### src/design/sbcfg_pkg.sv
/*
 * constants, register map and types shared by the strap and fuse
 * boot-configuration block.
 * assumes a 10 MHz system clock and an APB master with 32-bit data.
 */
package sbcfg_pkg;

	////////////////////////////////////////////////////////////////////
	// timing
	localparam int SBCFG_CLK_HZ      = 10_000_000;
	localparam int SBCFG_T_SETUP_MS  = 0;  // straps valid at enable rise
	localparam int SBCFG_T_HOLD_MS   = 3;  // strap hold after enable high
	// least time, so round up to whole cycles
	localparam int SBCFG_HOLD_CYC    =
		(SBCFG_T_HOLD_MS * SBCFG_CLK_HZ + 999) / 1000;

	////////////////////////////////////////////////////////////////////
	// register byte offsets
	localparam logic [11:0] SBCFG_STATUS_OFS = 12'h000;
	localparam logic [11:0] SBCFG_CONFIG_OFS = 12'h004;
	localparam logic [11:0] SBCFG_FUSE_OFS   = 12'h008;
	localparam logic [11:0] SBCFG_SNAP_OFS   = 12'h00C;

	// strap vector positions
	localparam int SBCFG_STRAP_A     = 0;
	localparam int SBCFG_STRAP_B     = 1;
	localparam int SBCFG_STRAP_DBG   = 2;
	localparam int SBCFG_STRAP_SMP   = 3;
	localparam int SBCFG_STRAP_DRV   = 4;
	localparam int SBCFG_STRAP_W     = 5;

	// fuse vector positions
	localparam int SBCFG_FUSE_UART   = 0;  // two bits
	localparam int SBCFG_FUSE_USBDBG = 2;
	localparam int SBCFG_FUSE_USBPRT = 3;
	localparam int SBCFG_FUSE_PADDIS = 4;
	localparam int SBCFG_FUSE_UJTDIS = 5;
	localparam int SBCFG_FUSE_SELEN  = 6;
	localparam int SBCFG_FUSE_W      = 7;
	localparam logic [SBCFG_FUSE_W-1:0] SBCFG_FUSE_RST = 7'h00;

	// status register fields
	localparam int SBCFG_ST_VALID    = 8;
	localparam int SBCFG_ST_REL      = 9;
	localparam int SBCFG_ST_STATE    = 10; // two bits

	// config register fields
	localparam int SBCFG_CF_BOOT     = 0;  // two bits
	localparam int SBCFG_CF_JTAG     = 2;  // two bits
	localparam int SBCFG_CF_UPRT     = 4;
	localparam int SBCFG_CF_USBPRT   = 5;
	localparam int SBCFG_CF_SMP      = 6;
	localparam int SBCFG_CF_DRV      = 7;
	localparam int SBCFG_CF_DL       = 8;  // three bits
	localparam int SBCFG_CF_DBGPIN   = 11; // four bits

	// reset values
	localparam logic [SBCFG_STRAP_W-1:0] SBCFG_STRAP_RST = 5'h00;
	localparam logic       SBCFG_PULLUP_RST = 1'b1;
	localparam logic [2:0] SBCFG_DL_ALL     = 3'h7;
	localparam logic [3:0] SBCFG_DBG_ALL    = 4'hF;

	////////////////////////////////////////////////////////////////////
	// enumerations
	typedef enum logic [1:0] {
		SBCFG_OFF  = 2'b00,
		SBCFG_HOLD = 2'b01,
		SBCFG_RUN  = 2'b10
	} sbcfg_state_t;

	typedef enum logic [1:0] {
		SBCFG_BOOT_RSVD  = 2'b00,
		SBCFG_BOOT_SPI   = 2'b01,
		SBCFG_BOOT_JOINT = 2'b10
	} sbcfg_boot_t;

	typedef enum logic [1:0] {
		SBCFG_JTAG_OFF  = 2'b00,
		SBCFG_JTAG_USB  = 2'b01,
		SBCFG_JTAG_PADS = 2'b10
	} sbcfg_jtag_t;

endpackage

### src/design/sbcfg_fuse_bank.sv
/*
 * one-time programmable configuration fuse bank.
 * assumes the caller raises prog_i for one cycle per program request;
 * bits only go from 0 to 1 until reset_n_i clears them all.
 */
`timescale 1ns/1ps

module sbcfg_fuse_bank
	import sbcfg_pkg::*;
#(
	parameter int W = SBCFG_FUSE_W
) (
	// clock and reset
	input  wire logic         clk_i,
	input  wire logic         reset_n_i,
	// programming request
	input  wire logic         prog_i,
	input  wire logic [W-1:0] prog_bits_i,
	// fuse values, registered
	output logic      [W-1:0] fuse_o
);

	typedef struct packed {
		logic [W-1:0] bits;
	} sbcfg_fuse_st_t;

	sbcfg_fuse_st_t st_ff;
	sbcfg_fuse_st_t nxt_st;

	////////////////////////////////////////////////////////////////////
	// programming only ever sets bits, so only reset clears a blown fuse
	always_comb begin
		nxt_st = st_ff;
		if (prog_i) begin
			nxt_st.bits = st_ff.bits | prog_bits_i;
		end
	end

	// unburnt fuses read 0 from power-on
	always_ff @(posedge clk_i) begin
		if (!reset_n_i) begin
			st_ff.bits <= W'(SBCFG_FUSE_RST);
		end else begin
			st_ff <= nxt_st;
		end
	end

	assign fuse_o = st_ff.bits;
endmodule

### src/design/sbcfg_top.sv
/*
 * strap latch and boot configuration decoder with an APB register port.
 * assumes strap pins and chip enable arrive asynchronously from pads,
 * and an APB3 master on the same clock as this block.
 */
`timescale 1ns/1ps

module sbcfg_top
	import sbcfg_pkg::*;
#(
	parameter int HOLD_CYC = SBCFG_HOLD_CYC,
	parameter int AW       = 12
) (
	// clock and reset
	input  wire logic          clk_i,
	input  wire logic          reset_n_i,
	// chip enable pad
	input  wire logic          chip_enable_pin_i,
	// strap pads
	input  wire logic          boot_strap_a_i,
	input  wire logic          boot_strap_b_i,
	input  wire logic          debug_source_strap_i,
	input  wire logic          sdio_sample_edge_strap_i,
	input  wire logic          sdio_drive_edge_strap_i,
	// pad control
	output logic               boot_strap_b_pull_up_o,
	output logic               gpio_release_o,
	// decoded boot configuration
	output logic               config_valid_o,
	output logic [1:0]         boot_mode_o,
	output logic [2:0]         download_paths_o,
	output logic               sdio_sample_rise_o,
	output logic               sdio_drive_rise_o,
	output logic               uart_print_en_o,
	output logic               usb_print_en_o,
	output logic [1:0]         jtag_source_o,
	output logic [3:0]         debug_pins_en_o,
	// APB slave
	input  wire logic          psel_i,
	input  wire logic          penable_i,
	input  wire logic          pwrite_i,
	input  wire logic [AW-1:0] paddr_i,
	input  wire logic [31:0]   pwdata_i,
	output logic               pready_o,
	output logic [31:0]        prdata_o,
	output logic               pslverr_o
);

	localparam int CW = (HOLD_CYC < 2) ? 1 : $clog2(HOLD_CYC);
	localparam logic [CW-1:0] HOLD_LAST = CW'(HOLD_CYC - 1);

	typedef struct packed {
		logic                     en_meta;
		logic                     en_sync;
		logic [SBCFG_STRAP_W-1:0] pin_meta;
		logic [SBCFG_STRAP_W-1:0] pin_sync;
		sbcfg_state_t             state;
		logic [CW-1:0]            hold_cnt;
		logic [SBCFG_STRAP_W-1:0] strap;
		logic [SBCFG_FUSE_W-1:0]  fuse_snap;
		logic                     valid;
		logic                     release_io;
		logic                     pull_up_b;
		sbcfg_boot_t              boot;
		logic [2:0]               dl;
		logic                     smp;
		logic                     drv;
		logic                     uprt;
		logic                     usbprt;
		sbcfg_jtag_t              jtag;
		logic [3:0]               dbgpin;
		logic                     pready;
		logic [31:0]              prdata;
		logic                     pslverr;
	} sbcfg_st_t;

	sbcfg_st_t                st_ff;
	sbcfg_st_t                nxt_st;
	logic [SBCFG_FUSE_W-1:0]  fuse_q;
	logic                     fuse_prog;
	logic                     apb_done;
	logic [31:0]              status_w;
	logic [31:0]              config_w;
	logic [1:0]               uart_fuse;
	logic                     pad_dis;
	logic                     ujt_dis;

	////////////////////////////////////////////////////////////////////
	// fuse storage; only an APB write to the fuse register programs it
	assign apb_done  = psel_i & penable_i & st_ff.pready;
	assign fuse_prog = apb_done & pwrite_i &
		(paddr_i[11:0] == SBCFG_FUSE_OFS);

	sbcfg_fuse_bank #(
		.W           (SBCFG_FUSE_W)
	) u_fuse (
		.clk_i       (clk_i),
		.reset_n_i   (reset_n_i),
		.prog_i      (fuse_prog),
		.prog_bits_i (pwdata_i[SBCFG_FUSE_W-1:0]),
		.fuse_o      (fuse_q)
	);

	// live fuse fields used by the decode at capture time
	assign uart_fuse = fuse_q[SBCFG_FUSE_UART +: 2];
	assign pad_dis   = fuse_q[SBCFG_FUSE_PADDIS];
	assign ujt_dis   = fuse_q[SBCFG_FUSE_UJTDIS];

	////////////////////////////////////////////////////////////////////
	// read views of the block state
	always_comb begin
		status_w = 32'h0000_0000;
		status_w[SBCFG_STRAP_W-1:0]          = st_ff.strap;
		status_w[SBCFG_ST_VALID]             = st_ff.valid;
		status_w[SBCFG_ST_REL]               = st_ff.release_io;
		status_w[SBCFG_ST_STATE +: 2]        = st_ff.state;
		config_w = 32'h0000_0000;
		config_w[SBCFG_CF_BOOT +: 2]         = st_ff.boot;
		config_w[SBCFG_CF_JTAG +: 2]         = st_ff.jtag;
		config_w[SBCFG_CF_UPRT]              = st_ff.uprt;
		config_w[SBCFG_CF_USBPRT]            = st_ff.usbprt;
		config_w[SBCFG_CF_SMP]               = st_ff.smp;
		config_w[SBCFG_CF_DRV]               = st_ff.drv;
		config_w[SBCFG_CF_DL +: 3]           = st_ff.dl;
		config_w[SBCFG_CF_DBGPIN +: 4]       = st_ff.dbgpin;
	end

	////////////////////////////////////////////////////////////////////
	// next state: synchronisers, power sequence, decode and APB
	always_comb begin
		nxt_st = st_ff;
		// pads pass two flops before anything looks at them
		nxt_st.en_meta  = chip_enable_pin_i;
		nxt_st.en_sync  = st_ff.en_meta;
		nxt_st.pin_meta = {sdio_drive_edge_strap_i,
			sdio_sample_edge_strap_i, debug_source_strap_i,
			boot_strap_b_i, boot_strap_a_i};
		nxt_st.pin_sync = st_ff.pin_meta;

		case (st_ff.state)
			// enable low: chip held in reset, config dropped
			SBCFG_OFF: begin
				nxt_st.valid      = 1'b0;
				nxt_st.release_io = 1'b0;
				nxt_st.pull_up_b  = 1'b1;
				nxt_st.hold_cnt   = '0;
				nxt_st.strap      = SBCFG_STRAP_RST;
				nxt_st.fuse_snap  = SBCFG_FUSE_RST;
				nxt_st.boot       = SBCFG_BOOT_RSVD;
				nxt_st.jtag       = SBCFG_JTAG_OFF;
				nxt_st.dl         = 3'h0;
				nxt_st.smp        = 1'b0;
				nxt_st.drv        = 1'b0;
				nxt_st.uprt       = 1'b0;
				nxt_st.usbprt     = 1'b0;
				nxt_st.dbgpin     = 4'h0;
				if (st_ff.en_sync) begin
					nxt_st.state = SBCFG_HOLD;
				end
			end
			// straps must stay put for the hold time before capture
			SBCFG_HOLD: begin
				nxt_st.hold_cnt = st_ff.hold_cnt + CW'(1);
				if (!st_ff.en_sync) begin
					nxt_st.state = SBCFG_OFF;
				end else if (st_ff.hold_cnt == HOLD_LAST) begin
					// one capture of every strap and fuse, no software
					nxt_st.state      = SBCFG_RUN;
					nxt_st.strap      = st_ff.pin_sync;
					nxt_st.fuse_snap  = fuse_q;
					nxt_st.valid      = 1'b1;
					nxt_st.release_io = 1'b1;
					nxt_st.pull_up_b  = 1'b0; // pins now plain GPIO
					// boot mode
					if (st_ff.pin_sync[SBCFG_STRAP_B]) begin
						nxt_st.boot = SBCFG_BOOT_SPI;
					end else if (st_ff.pin_sync[SBCFG_STRAP_A]) begin
						nxt_st.boot = SBCFG_BOOT_JOINT;
					end else begin
						nxt_st.boot = SBCFG_BOOT_RSVD;
					end
					// download paths open only in joint mode
					nxt_st.dl = (!st_ff.pin_sync[SBCFG_STRAP_B] &&
						st_ff.pin_sync[SBCFG_STRAP_A]) ?
						SBCFG_DL_ALL : 3'h0;
					nxt_st.smp = st_ff.pin_sync[SBCFG_STRAP_SMP];
					nxt_st.drv = st_ff.pin_sync[SBCFG_STRAP_DRV];
					// serial port printing
					case (uart_fuse)
						2'h0: nxt_st.uprt = 1'b1;
						2'h1: nxt_st.uprt =
							~st_ff.pin_sync[SBCFG_STRAP_A];
						2'h2: nxt_st.uprt =
							st_ff.pin_sync[SBCFG_STRAP_A];
						default: nxt_st.uprt = 1'b0;
					endcase
					// usb printing; debug disable overrides
					nxt_st.usbprt = ~fuse_q[SBCFG_FUSE_USBDBG] &
						~fuse_q[SBCFG_FUSE_USBPRT];
					// debug source; the select strap is trusted to be
					// driven, since it has no pull of its own
					if (pad_dis && ujt_dis) begin
						nxt_st.jtag = SBCFG_JTAG_OFF;
					end else if (pad_dis) begin
						nxt_st.jtag = SBCFG_JTAG_USB;
					end else if (ujt_dis) begin
						nxt_st.jtag = SBCFG_JTAG_PADS;
					end else if (fuse_q[SBCFG_FUSE_SELEN]) begin
						nxt_st.jtag = st_ff.pin_sync[SBCFG_STRAP_DBG] ?
							SBCFG_JTAG_USB : SBCFG_JTAG_PADS;
					end else begin
						nxt_st.jtag = SBCFG_JTAG_USB;
					end
					// pin set follows the chosen source, so the two
					// can never disagree
					nxt_st.dbgpin = (nxt_st.jtag == SBCFG_JTAG_PADS) ?
						SBCFG_DBG_ALL : 4'h0;
				end
			end
			// configuration frozen until the enable drops
			SBCFG_RUN: begin
				if (!st_ff.en_sync) begin
					nxt_st.state = SBCFG_OFF;
				end
			end
			default: begin
				nxt_st.state = SBCFG_OFF;
			end
		endcase

		// APB: one wait state, answer registered in the second access cycle
		nxt_st.pready  = psel_i & penable_i & ~st_ff.pready;
		nxt_st.pslverr = 1'b0;
		nxt_st.prdata  = 32'h0000_0000;
		if (psel_i && penable_i && !st_ff.pready) begin
			// straps and config are read only; writes there are dropped
			if (paddr_i[11:0] == SBCFG_STATUS_OFS) begin
				nxt_st.prdata = status_w;
			end else if (paddr_i[11:0] == SBCFG_CONFIG_OFS) begin
				nxt_st.prdata = config_w;
			end else if (paddr_i[11:0] == SBCFG_FUSE_OFS) begin
				nxt_st.prdata = {{(32-SBCFG_FUSE_W){1'b0}}, fuse_q};
			end else if (paddr_i[11:0] == SBCFG_SNAP_OFS) begin
				nxt_st.prdata =
					{{(32-SBCFG_FUSE_W){1'b0}}, st_ff.fuse_snap};
			end else begin
				nxt_st.pslverr = 1'b1;
			end
		end
	end

	////////////////////////////////////////////////////////////////////
	// state register; reset takes constants only
	always_ff @(posedge clk_i) begin
		if (!reset_n_i) begin
			st_ff            <= '0;
			st_ff.state      <= SBCFG_OFF;
			st_ff.pull_up_b  <= SBCFG_PULLUP_RST;
		end else begin
			st_ff <= nxt_st;
		end
	end

	////////////////////////////////////////////////////////////////////
	// outputs straight from flops
	assign boot_strap_b_pull_up_o = st_ff.pull_up_b;
	assign gpio_release_o         = st_ff.release_io;
	assign config_valid_o         = st_ff.valid;
	assign boot_mode_o            = st_ff.boot;
	assign download_paths_o       = st_ff.dl;
	assign sdio_sample_rise_o     = st_ff.smp;
	assign sdio_drive_rise_o      = st_ff.drv;
	assign uart_print_en_o        = st_ff.uprt;
	assign usb_print_en_o         = st_ff.usbprt;
	assign jtag_source_o          = st_ff.jtag;
	assign debug_pins_en_o        = st_ff.dbgpin;
	assign pready_o               = st_ff.pready;
	assign prdata_o               = st_ff.prdata;
	assign pslverr_o              = st_ff.pslverr;
endmodule

### config.mk
export PLATFORM = sky130hd
export DESIGN_NAME = sbcfg_top
export DESIGN_NICKNAME = d
export VERILOG_FILES = /design/src/design/sbcfg_pkg.sv /design/src/design/sbcfg_fuse_bank.sv /design/src/design/sbcfg_top.sv
export SDC_FILE = /design/constraint.sdc
export NUM_CORES = 1
export LEC_CHECK = 0
export ABC_AREA = 1
export BUFFER_PORTS_ARGS = -buffer_cell sky130_fd_sc_hd__buf_4
export CORE_MARGIN = 2
export CORE_UTILIZATION = 35
export DETAILED_ROUTE_END_ITERATION = 12
export PLACE_DENSITY = 0.63
export SYNTH_ARGS = -nofsm -noshare
export SYNTH_HDL_FRONTEND = slang
export SYNTH_SLANG_ARGS = --single-unit
### constraint.sdc
create_clock -name clk_i -period 2.8 [get_ports clk_i]
set_input_delay 0.28 -clock clk_i [delete_from_list [all_inputs] [get_ports clk_i]]
set_output_delay 0.28 -clock clk_i [all_outputs]
set_load 0.005 [all_outputs]
* Word-level counts from Yosys, hierarchy flattened
Index checks and enable logic that the tools add are counted.
** Word-level totals
- Memories :: 0
- Latch bits :: 0
- Bits in writable memories :: 0
- Logic and storage cells :: 94
- Memory bits (read-only) :: 0
- Register bits after elaboration :: 100
** Operators by class
- Eq/ne operators :: 14
- Mux-type cells :: 26
- Shift-type cells :: 0
- Add/subtract/negate cells :: 1
- Bitwise logic cells :: 13
- Reductions and logical operators :: 15
- Div/mod/pow operators :: 0
- Multipliers :: 0
- Order comparisons :: 0
** Operators by type and width (number)
- 45-bit one-hot mux with 2 select lines :: 1
- 30-bit 2-to-1 mux :: 2
- 2-bit 2-to-1 mux :: 14
- 12-bit by 4-bit equality test with 1-bit output, second input constant :: 2
- 15-bit by 1-bit adder with 15-bit output, second input constant :: 1
- 15-bit equality test, second input constant :: 1
- 15-bit 2-to-1 mux :: 1
- 7-bit 2-to-1 mux :: 2
- 12-bit by 3-bit equality test with 1-bit output, second input constant :: 1
- 12-bit zero test :: 1
- 12-bit 2-to-1 mux :: 1
- 2-bit inequality test, second input constant :: 4
- 7-bit OR :: 1
- 1-bit AND :: 6
- 2-bit equality test, second input constant :: 3
- 1-bit inverter :: 6
- 2-bit one-hot mux with 3 select lines :: 1
- 3-bit AND reduction :: 2
- 5-bit OR reduction :: 1
- 2-bit by 1-bit equality test with 1-bit output, second input constant :: 2
- 1-bit logical AND :: 4
- 2-bit zero test :: 2
- 4-bit 2-to-1 mux :: 1
- 3-bit 2-to-1 mux :: 1
- 7 further kinds :: 8

* Depth between registers and ports, before layout
- Word-level depth :: 13
- Depth in mapped cells :: 10

* Hierarchy
Synthesis repeated with hierarchy kept, for this count alone.
** Unflattened totals
- Cells, all modules :: 471
- Area total of the unflattened synthesis :: 3402.0 sq um
** Modules (own cells, without submodules)
- sbcfg_top :: cells each 442, instances 1, area each 3170.5 sq um
- sbcfg_fuse_bank :: cells each 29, instances 1, area each 231.5 sq um

* Least setup slack after synthesis
Ideal clock, no wire load.
- Path kind :: reg-to-reg
- Start point :: reg st_ff[64] (netlist bit)
- End point :: reg st_ff[61] (netlist bit)
- Setup time :: 70 ps
- Arrival :: 1288 ps
- Stages on the path, launching flop included :: 9
- Setup slack :: 1441 ps
- Cells stage by stage :: dfxtp_1 ha_1 nand3_2 clkinv_2 nand3_4 nor2_8 buf_6 nand3_1 a21oi_1
** On the way
- Longest elaborated chain between the ends :: 3
** RTL lines
- from (decl) :: RTL line sbcfg_top.sv:77 : sbcfg_st_t st_ff;
- from (signal assigned) :: RTL line sbcfg_top.sv:260 : st_ff <= nxt_st;
- 15-bit equality test :: RTL line sbcfg_top.sv:166 : end else if (st_ff.hold_cnt == HOLD_LAST) begin
- 2-bit inequality test (no line)
- 3-bit AND reduction (no line)
Every way passes these cells.
A chain may end at the register's enable or synchronous reset.

* Worst setup path in the final report
- Start point :: reg st_ff[64] (netlist bit)
- End point :: reg st_ff, in the netlist boot_strap_b_pull_up_o
Same word-level chain as after synthesis.

==> impl_metrics.ini <==
[worst_setup_path]
endpoint = boot_strap_b_pull_up_o
arrival_ps = 2220
r2r-end = boot_strap_b_pull_up_o
critical_path.top_delay_family = simple AND/OR/NAND/NOR gates
rrSetupSlack_ps = 810
endpoint_kind = flop
crit_path_cell_trace = ha_1 -> nand3_2 -> nor2_1 -> nand3_1 -> a21oi_1 -> nand2_1
start_kind = flop
critPathRequiredTime_ps = 3030
critical_path.slowest_cell = nand3_1
cp_max_fo = 20
worst-setup-path-type = flop to flop
path_buf_inv = 0
critPathMaxStageDelay_ps = 570
startpoint = st_ff[64]
path_depth = 6
r2r_start = st_ff[64]
worstRegToRegCells = 6

[floorplanning]
std_cell_rows = 35
initial_core_util_pct = 36.4
die_h_um = 103
die_x_um = 103
core_area_mm2 = 0.00933
ios = 107
die-area_mm2 = 0.0105

[drt]
via_count = 2897
drtAntennaViolNets = 0
drc = 0
wirelength_mm = 7.36
drt-wirelength-per-cell_um = 11.6
first_iter_violations = 211
drt-pass1-iter-count = 4
viasPerCell = 4.58

[clock_tree]
clock_sinks = 70
cts_made_buffers = 9
holdBufCountCts = 0
clk_latency_ps = 340
root_buffer = clkbuf_8
cts_resized = 0
htreeDepth = 3
clockBufferDepth = 2
clk_pin_slew_ps = 70
tritoncts = yes
post-cts-setup-buffers = 0

[sta]
rsz0062_at_grt = no
timing.slew.headroom_pct = 49.2
fin_ws_ps = 810
setup_viol = 0
hold_viol = 0
period_minus_slack_ps = 1990
maxSlewViolCount = 0
maxClockFrequency_mhz = 502
finClkSkew_ps = 5.86
setup_tns_ps = 0
post-route-period-util_pct = 71.1
tightest_slew_ps = 761

[hold_path]
hold_class = input pin to flop
min-delay-start = boot_strap_a_i
min_path_cells = 3

[global_routing]
grt_pass1_wl_mm = 12.1
grt_max_degree = 33
antenna_found_initial = 0
gr-total-overflow = 0
grt_use_total_pct = 14.8
grt_pass1_vias = 2657

[power_and_ir_drop]
power_density_mw_per_mm2 = 507
p_leak_nw = 1.66
ir_drop_v = 0.000249

[layout]
layout_commonest_cell = nand2_1
fill_cells = 960
final_nets = 555
final_cell_mix = nand2_1, dfxtp_1, buf_4
multi_input_area_mm2 = 0.00142
n_antenna_cell = 0
regArea_mm2 = 0.00140
area_delta_synth_final_pct = 15.2
drive_above_1_share_pct = 20.8

[yosys]
synth_top_area_share_pct = 41.2
yosysWarnings = 0
yosysSeqAreaShare_pct = 41.2
syn_area_mm2 = 0.00340
ys_types = 35
synth_area_leaders = dfxtp_1, buf_4, nand3_1
syn_inst = 466
ys_seq_elements = 70
synth_top_area_cell = dfxtp_1
avgSynthCellArea_um2 = 7.30

[place]
hpwl_mm = 5.41
pre_cts_slack_ps = 785
port_buffers = 64
gp_congestion = 0.839

[outcome]
outcome = finished, final reports clean

[flow_run]
cap_violations = 0
## worst reg2reg max path, delay by kind of cell, from the launching register on
| kind | cells | cell delay [ps] |
|---|---|---|
| adder cells (fa/ha/maj) | 1 | 270 |
| AND/OR/NAND/NOR | 4 | 890 |
| AO/OA/AOI/OAI | 1 | 340 |
| flip-flops | 1 | 390 |
## Yosys cell counts
| cell type | n |
|---|---|
| nor2_4 | 1 |
| conb_1 | 1 |
| ha_1 | 1 |
| o31ai_1 | 1 |
| nand2_2 | 2 |
| nand4_2 | 1 |
| a31oi_1 | 1 |
| buf_4 | 46 |
| or2_2 | 1 |
| nand2_1 | 73 |
| nand3b_1 | 1 |
| nor2_1 | 50 |
| a211oi_1 | 1 |
| nor2_2 | 4 |
| nand3_1 | 58 |
| inv_2 | 8 |
| nor3_1 | 4 |
| inv_1 | 46 |
| buf_2 | 9 |
| o21bai_1 | 1 |
| xor2_1 | 2 |
| or2_0 | 1 |
| buf_6 | 2 |
| a21oi_2 | 1 |
| clkinv_2 | 1 |
| nand3_4 | 1 |
| nor2_8 | 1 |
| nand3_2 | 1 |
| clkbuf_1 | 4 |
| o21ai_0 | 4 |
| a21oi_1 | 37 |
| buf_1 | 1 |
| o21ai_1 | 5 |
| dfxtp_1 | 70 |
| nand4_1 | 25 |
## per-stage QoR
step           hold slack (ps)  std cells  util (%)  area, um2  total power, mW
2_1_floorplan              378        482         -       3460             1.09
3_3_place_gp               401        617      39.7       3700             1.12
3_5_place_dp               403        617      39.7       3700             1.12
4_1_cts                   93.5        633      42.0       3920             2.00
5_1_grt                    100        633      42.0       3920             2.07
6_report                   111        633      42.0       3920             1.99
## state kept, by name, summed over array words and instances, names as in the netlist, 2 cells and up
signal and flops:
st_ff 35, prdata_o 12, u_fuse.fuse_o 7, nxt_st 6, jtag_source_o 2
## area by class of cell
type | instances | area share (%)
Multi-Input combinational cell | 295 | 36.3
Sequential cell | 70 | 35.8
Timing Repair Buffer | 68 | 13.0
Inverter | 55 | 5.30
Tap cell | 129 | 4.12
Clock buffer | 12 | 3.70
Clock inverter | 4 | 1.79
## cell families after synthesis
kind of cell	after synthesis	share of synthesized area, %
simple gates	224	31.1
buf+inv	117	18.8
flops	70	41.2
compound gates	51	7.88
xor+xnor	2	0.515
fa+ha+maj	1	0.368
other cells	1	0.110
## how the worst min path moves through the flow
| stage | to | slack, ps |
|---|---|---|
| floorplan | nxt_st[81] | 380 |
| global placement | st_ff[85] | 400 |
| detailed placement | st_ff[91] | 400 |
| CTS | nxt_st[81] | 90 |
| global route | nxt_st[91] | 100 |
| finish | nxt_st[81] | 110 |
## report_power, final
group	switching (mW)	leakage, nW	internal (mW)
Sequential	0.00477	0.567	1.01
Clock	0.365	0.110	0.524
Combinational	0.0490	0.985	0.0376
Total	0.419	1.66	1.57
## per-layer routing
| layer | wire, um | vias up | GRT usage, % |
|---|---|---|---|
| met5 | 0 | - | 0 |
| met4 | 106 | 0 | 5.23 |
| met3 | 612 | 9 | 4.41 |
| met2 | 3190 | 102 | 23.0 |
| met1 | 3440 | 1275 | 19.5 |
| li1 | - | 1511 | - |
(Power assumes the default switching activity.)
